$ cat config.mk
export PLATFORM = sky130hd
export DESIGN_NAME = asram_host
export DESIGN_NICKNAME = d
export VERILOG_FILES = /design/src/logic/asram_host.v
export VERILOG_INCLUDE_DIRS = /design/src /design/src/logic
export SDC_FILE = /design/constraint.sdc
export NUM_CORES = 1
export LEC_CHECK = 0
export ABC_AREA = 1
export BUFFER_PORTS_ARGS = -buffer_cell sky130_fd_sc_hd__buf_4
export CAP_MARGIN = 20
export CORE_ASPECT_RATIO = 1.5
export CORE_MARGIN = 5
export CORE_UTILIZATION = 45
export DETAILED_ROUTE_END_ITERATION = 7
export PLACE_DENSITY = 0.73
export SETUP_SLACK_MARGIN = 0.5
export SYNTH_ARGS = -nofsm -noshare
export SYNTH_HDL_FRONTEND = slang
export SYNTH_SLANG_ARGS = --single-unit
$ cat constraint.sdc
create_clock -name sys_clk_i -period 4.8 [get_ports sys_clk_i]
set_input_delay 0.96 -clock sys_clk_i [delete_from_list [all_inputs] [get_ports sys_clk_i]]
set_output_delay 0.96 -clock sys_clk_i [all_outputs]
set_load 0.005 [all_outputs]
$ cat src/logic/asram_defs.vh
// Constants for the asynchronous static memory host controller.
// Behaviour
// A write happens only while select, strobe and a lane enable are all low.
// Write data setup and hold are timed against the edge ending the write.
// Write data is valid 6 ns before write end, held until that edge.
// Address is stable at write start and valid 7 ns before write end.
// Select, strobe and chosen lane enables stay low 7 ns before write end.
// Device gives read data within 10 ns of the address settling.
// Device holds previous data 3 ns after an address change.
// Read data is valid within 5 ns of output or lane enable falling.
// Read data is valid within 10 ns of select falling.
// Device outputs float within 5 ns of disable events or strobe falling.
// Device turn-off delay is always shorter than its turn-on delay.
// Host waits at least 100 us after power is good before first access.
// Device enters low power within 10 ns of select rising.
// Host deasserts select before the supply drops to retention level.
// Host waits one read-cycle time after leaving retention before accessing.
// Host keeps the write strobe high during every read cycle.
// Host makes the address valid no later than select falls in a read.
// Device floats both lanes with output enable high or both lanes disabled.
// Select and strobe rising together leave the device outputs floating.
// Low lane enable gates bits 7..0, high lane enable bits 15..8.
`ifndef ASRAM_DEFS_VH
`define ASRAM_DEFS_VH
`define ASRAM_CLK_NS          25
`define ASRAM_POWERUP_WAIT_NS 100000
`define ASRAM_READ_CYCLE_NS   10
`define ASRAM_ADDR_ACCESS_NS  10
`define ASRAM_WR_WIDTH_NS     7
`define ASRAM_FLOAT_NS        5
`define ASRAM_CEIL_CYC(ns)    (((ns) + `ASRAM_CLK_NS - 1) / `ASRAM_CLK_NS)
`define ASRAM_ST_POWERUP      3'h0
`define ASRAM_ST_IDLE         3'h1
`define ASRAM_ST_RD           3'h2
`define ASRAM_ST_WR           3'h3
`define ASRAM_ST_WR_END       3'h4
`define ASRAM_ST_RECOVER      3'h5
`define ASRAM_ST_RETAIN       3'h6
`define ASRAM_ST_TURN         3'h7
`endif

$ cat src/logic/asram_host.v
// Host controller driving an asynchronous 16-bit static memory through its pins.
`timescale 1ns/100ps
`include "asram_defs.vh"
module asram_host #(
	parameter AW              = 16,
	parameter DW              = 16,
	parameter POWERUP_WAIT_NS = `ASRAM_POWERUP_WAIT_NS
) (
	// Clock and reset.
	input  wire          sys_clk_i,
	input  wire          resetn_i,
	// User request port.
	input  wire          req_valid_i,
	input  wire          req_write_i,
	input  wire [AW-1:0] req_addr_i,
	input  wire [DW-1:0] req_wdata_i,
	input  wire [1:0]    req_lanes_i,
	output reg           req_ready_o,
	output reg           rsp_valid_o,
	output reg  [DW-1:0] rsp_rdata_o,
	// Power management.
	input  wire          retain_req_i,
	output reg           retain_ok_o,
	// Memory pins.
	output reg  [AW-1:0] mem_addr_o,
	output reg           mem_cs_n_o,
	output reg           mem_oe_n_o,
	output reg           mem_we_n_o,
	output reg           low_lane_enable_n_o,
	output reg           high_lane_enable_n_o,
	input  wire [DW-1:0] data_bus_i,
	output reg  [DW-1:0] data_bus_o,
	output reg           data_bus_oe_o
);
	localparam PWR_CYC = (POWERUP_WAIT_NS + `ASRAM_CLK_NS - 1) / `ASRAM_CLK_NS;
	localparam RD_CYC  = `ASRAM_CEIL_CYC(`ASRAM_ADDR_ACCESS_NS + `ASRAM_FLOAT_NS);
	localparam WR_CYC  = `ASRAM_CEIL_CYC(`ASRAM_WR_WIDTH_NS);
	localparam REC_CYC = `ASRAM_CEIL_CYC(`ASRAM_READ_CYCLE_NS);
	localparam TRN_CYC = `ASRAM_CEIL_CYC(`ASRAM_FLOAT_NS);
	localparam CW      = 13;

	reg [2:0]    state_r;
	reg [CW-1:0] cnt_r;
	reg          wr_r;

	always @(posedge sys_clk_i) begin
		rsp_valid_o <= 1'b0;
		if (!resetn_i) begin
			state_r              <= `ASRAM_ST_POWERUP;
			cnt_r                <= PWR_CYC[CW-1:0];
			wr_r                 <= 1'b0;
			req_ready_o          <= 1'b0;
			rsp_rdata_o          <= {DW{1'b0}};
			retain_ok_o          <= 1'b0;
			mem_addr_o           <= {AW{1'b0}};
			mem_cs_n_o           <= 1'b1;
			mem_oe_n_o           <= 1'b1;
			mem_we_n_o           <= 1'b1;
			low_lane_enable_n_o  <= 1'b1;
			high_lane_enable_n_o <= 1'b1;
			data_bus_o           <= {DW{1'b0}};
			data_bus_oe_o        <= 1'b0;
		end else begin
			case (state_r)
			`ASRAM_ST_POWERUP: begin
				// Hold off all accesses until the power-up wait has run out.
				if (cnt_r > 1) begin
					cnt_r <= cnt_r - 1'b1;
				end else begin
					state_r     <= `ASRAM_ST_IDLE;
					req_ready_o <= 1'b1;
				end
			end
			`ASRAM_ST_IDLE: begin
				mem_cs_n_o           <= 1'b1;
				mem_oe_n_o           <= 1'b1;
				mem_we_n_o           <= 1'b1;
				low_lane_enable_n_o  <= 1'b1;
				high_lane_enable_n_o <= 1'b1;
				if (retain_req_i) begin
					// Select is already high before retention is granted.
					req_ready_o <= 1'b0;
					retain_ok_o <= 1'b1;
					state_r     <= `ASRAM_ST_RETAIN;
				end else if (req_valid_i && req_ready_o) begin
					req_ready_o <= 1'b0;
					wr_r        <= req_write_i;
					// Address is set with select in the same edge.
					mem_addr_o  <= req_addr_i;
					mem_cs_n_o  <= 1'b0;
					// Lane 0 is bits 7..0, lane 1 is bits 15..8.
					low_lane_enable_n_o  <= ~req_lanes_i[0];
					high_lane_enable_n_o <= ~req_lanes_i[1];
					if (req_write_i) begin
						// Data is driven in the same edge as the strobe and is held past the end.
						data_bus_o    <= req_wdata_i;
						data_bus_oe_o <= 1'b1;
						mem_we_n_o    <= 1'b0;
						cnt_r         <= WR_CYC[CW-1:0];
						state_r       <= `ASRAM_ST_WR;
					end else begin
						// Strobe stays high for the whole read.
						mem_oe_n_o <= 1'b0;
						cnt_r      <= RD_CYC[CW-1:0];
						state_r    <= `ASRAM_ST_RD;
					end
				end
			end
			`ASRAM_ST_RD: begin
				if (cnt_r > 1) begin
					cnt_r <= cnt_r - 1'b1;
				end else begin
					rsp_rdata_o <= data_bus_i;
					rsp_valid_o <= 1'b1;
					mem_oe_n_o  <= 1'b1;
					mem_cs_n_o  <= 1'b1;
					cnt_r       <= TRN_CYC[CW-1:0];
					state_r     <= `ASRAM_ST_TURN;
				end
			end
			`ASRAM_ST_WR: begin
				// Select, strobe and chosen lanes stay low for the full width.
				if (cnt_r > 1) begin
					cnt_r <= cnt_r - 1'b1;
				end else begin
					mem_we_n_o <= 1'b1;
					mem_cs_n_o <= 1'b1;
					state_r    <= `ASRAM_ST_WR_END;
				end
			end
			`ASRAM_ST_WR_END: begin
				// Data is released one cycle after the write-ending edge.
				data_bus_oe_o <= 1'b0;
				cnt_r         <= TRN_CYC[CW-1:0];
				state_r       <= `ASRAM_ST_TURN;
			end
			`ASRAM_ST_TURN: begin
				low_lane_enable_n_o  <= 1'b1;
				high_lane_enable_n_o <= 1'b1;
				if (cnt_r > 1) begin
					cnt_r <= cnt_r - 1'b1;
				end else begin
					req_ready_o <= 1'b1;
					state_r     <= `ASRAM_ST_IDLE;
				end
			end
			`ASRAM_ST_RETAIN: begin
				if (!retain_req_i) begin
					retain_ok_o <= 1'b0;
					cnt_r       <= REC_CYC[CW-1:0];
					state_r     <= `ASRAM_ST_RECOVER;
				end
			end
			`ASRAM_ST_RECOVER: begin
				// One read-cycle time passes before access resumes.
				if (cnt_r > 1) begin
					cnt_r <= cnt_r - 1'b1;
				end else begin
					req_ready_o <= 1'b1;
					state_r     <= `ASRAM_ST_IDLE;
				end
			end
			default: begin
				state_r <= `ASRAM_ST_IDLE;
			end
			endcase
		end
	end
endmodule // asram_host

==> summary.md <==
| Metric | Value |
|---|---|
| Delay-heaviest family, CP | `simple AND/OR/NAND/NOR gates` |
| Mean Syn Cell Area | `7.30 sq um` |
| CP bufs+invs | `4` |
| PnR Total Power | `1.87 mW` |
| Total gr overflow | `0` |
| Pin count of the biggest net entering global routing | `69` |
| Clock tree buffer depth | `2` |
| H-tree depth | `3` |
| DRT Pass-1 Iters | `4` |
| CTS tree | `done` |
| Clock network fraction of total power | `22.0%` |
| Synth area leaders | `dfxtp_1 (47%), nor2_1 (15%), o21ai_0 (7.8%)` |
| Mapped Area | `3130 sq um` |
| Synth Register Bits | `73` |
| Yosys cell types | `34` |
| Startpoint Class | `input pin` |
| Synthesized instance count | `429` |
| Final Cycle Share | `46.9%` |
| P&R area growth vs syn | `32.4%` |
| CTS-repair resized insts | `0` |
| Seq/Total Area, Yosys | `46.7%` |
| Slew @ Worst Pin | `612 ps` |
| Post-route ant nets | `0` |
| Cell area power density | `451 nW/um^2` |
| Die area | `just under 9000 sq um` |
| DRT Wirelength | `about 8400 microns` |
| Worst-path clk slew | `70 ps` |
| Row count | `37` |
| CTS buffer count | `9` |
| Total Routing Usage GR | `between 15 and 20%` |
| Routability cong. | `between 0.8 and 0.9` |
| Max VDD drop | `0.228 mV` |
| DRC | `0` |
| CP Data Required Time | `5050 ps` |
| Fmax | `0.445 GHz` |
| CORE AREA | `between 6000 and 7000 sq um` |
| Setup Total Neg Slack | `0 ps` |
| Synth warnings | `0` |
| CP Capture Type | `flip-flop` |
| Worst path slowest cell | `nor2_8` |
| DR WL/cell | `13.7 microns` |
| Minimum clock period after layout | `2250 ps` |
| Reg power frac | `41.5%` |
| Slew HR | `roughly three fifths` |
| I/O Pins | `112` |
| Vias in the first global route | `about 3,000` |
| Hold WC Path Type | `reg2reg` |
| Die height | `~110 microns` |
| # diodes | `0` |
| Root Buffer | `clkbuf_8` |
| Initial Util | `46.0%` |
| DRT iter0 DRCs | `199` |
| Worst Path Class, Setup | `in2reg` |
| IO buf count | `111` |
| Synth top area share | `46.7%` |
| Post-DP HPWL | `6170 microns` |
| Max Cap Violations | `0` |
| Initial antenna violation count | `0` |
| Die width | `roughly 80 microns` |
| Layout cells sized above 1 | `28.8%` |
| Fin Clk Skew | `between 10 and 15 ps` |
| Post-CTS setup buffer count | `0` |
| Syn nets | `486` |
| Clock sink total | `73` |
| Max incr delay on CP | `about 330 ps` |
| Clk_lat worst skew | `approximately 360 ps` |
| Via count | `3,066` |
| Int Power | `1.14 mW` |
| Final max-slew violation count | `0` |
| Max FO, Critical Path | `18` |
| Switching power total | `about 0.73 mW` |
| Hold_buf cts | `0` |
| Nets | `593` |
| Comb power frac | `36.5%` |
| Vias per cell | `4.97` |
| CP Cell Sequence | `buf_4 -> inv_1 -> nand3_1 -> nor2_8 -> inv_4 -> nor2_8 -> inv_4 -> nor2_1 -> nor2_1` |
| Unrepaired setup endpoints after global routing | `false` |
| Layout fillers | `around 640` |
| Setup-failing EPs final | `0` |
| Net Sw Frac | `39.1%` |
| Yosys top cell by area | `dfxtp_1` |
| Hold Vio Cnt, Final | `0` |
| Leak | `2.08 nW` |
| Data arrival, critical path | `2490 ps` |
| First-pass GRT wire length | `13,700 microns` |
| Most common cell after layout, fill and taps aside | `nor2_1` |
| Outcome | `finished, final reports clean` |
| Most frequent cells in the layout | `nor2_1 (125), buf_4 (111), dfxtp_1 (73)` |
synthesized netlist by cell type, drive strengths merged:
cell       n
a21oi      6
and2       1
buf        6
clkbuf     9
dfxtp     73
ha         2
inv       31
nand2     61
nand3     23
nand3b     1
nand4      3
nor2     138
nor3       7
o2111ai    2
o21ai     60
o21bai     3
o22ai      1
xnor2      1
xor2       1
metrics by stage:
step	cells	worst slack [ps]	instance area (sq um)	hold slack (ps)	util, %
after floorplan	429	2730	3130	455	-
final	617	2550	4140	475	60.9
after detailed placement	603	2200	3980	457	58.5
after global placement	603	2250	3980	454	58.5
after CTS	617	2560	4140	476	60.9
after global routing	617	2420	4140	500	60.9
final cells by class:
class / instances / area, sq um / area share [%]
sequential: 73 / 1460 / 35.3
multi-input combinational: 310 / 1470 / 35.4
clock inverter: 3 / 18.8 / 0.453
clock buffer: 11 / 141 / 3.41
tap: 78 / 97.6 / 2.36
timing repair buffer: 111 / 833 / 20.1
inverter: 31 / 124 / 2.99
power by group through the flow:
stage | clock [mW] | sequential (mW) | combinational, mW
2_1_floorplan | 0 | 0.769 | 0.509
3_3_place_gp | 0 | 0.785 | 0.671
3_5_place_dp | 0 | 0.787 | 0.681
4_1_cts | 0.423 | 0.775 | 0.687
5_1_grt | 0.450 | 0.788 | 0.779
6_report | 0.412 | 0.776 | 0.682
cells by family after synthesis:
| group | Yosys count | share of synthesized area (%) |
|---|---|---|
| xor gates and xnor gates | 2 | 0.560 |
| DFF | 73 | 46.7 |
| adders and majority gates | 2 | 0.799 |
| AOI/OAI and AO/OA | 72 | 12.5 |
| buffers and inverters | 46 | 6.43 |
| and+or+nand+nor | 234 | 33.0 |
final timing paths:
| check | start | to | slack (ps) | depth (start not counted) |
|---|---|---|---|---|
| setup / recovery | retain_req_i | data_bus_o[3]$_SDFFE_PN0P_ | 2550 | 9 |
| hold / removal | retain_ok_o$_SDFFE_PN0P_ | retain_ok_o$_SDFFE_PN0P_ | 480 | 2 |
| setup reg to reg | state_r[0]$_SDFFE_PN0P_ | data_bus_o[3]$_SDFFE_PN0P_ | 2720 | 9 |
| hold reg to reg | retain_ok_o$_SDFFE_PN0P_ | retain_ok_o$_SDFFE_PN0P_ | 480 | 2 |
registers in the layout (all words and copies together), names as in the netlist:
register and flops:
req_ready_o 1, data_bus_oe_o 1, cnt_r 13, mem_we_n_o 1
rsp_valid_o 1, retain_ok_o 1, state_r 3, low_lane_enable_n_o 1
mem_addr_o 16, mem_cs_n_o 1, high_lane_enable_n_o 1, rsp_rdata_o 16
data_bus_o 16, mem_oe_n_o 1
tightest hold or removal path, cell delays in order (launching register included):
cell and delay [ps]:
dfxtp_1 320, nand2_1 60, a21oi_1 50
routing by layer:
layer / up-vias / track usage, % / part of all wire (%)
li1: 1586 / - / -
met1: 1354 / 21.4 / 38
met2: 105 / 32.6 / 52
met3: 21 / 5.70 / 6.7
met4: 0 / 10.6 / 3.2
met5: - / 0 / 0
(Power assumes the default switching activity.)
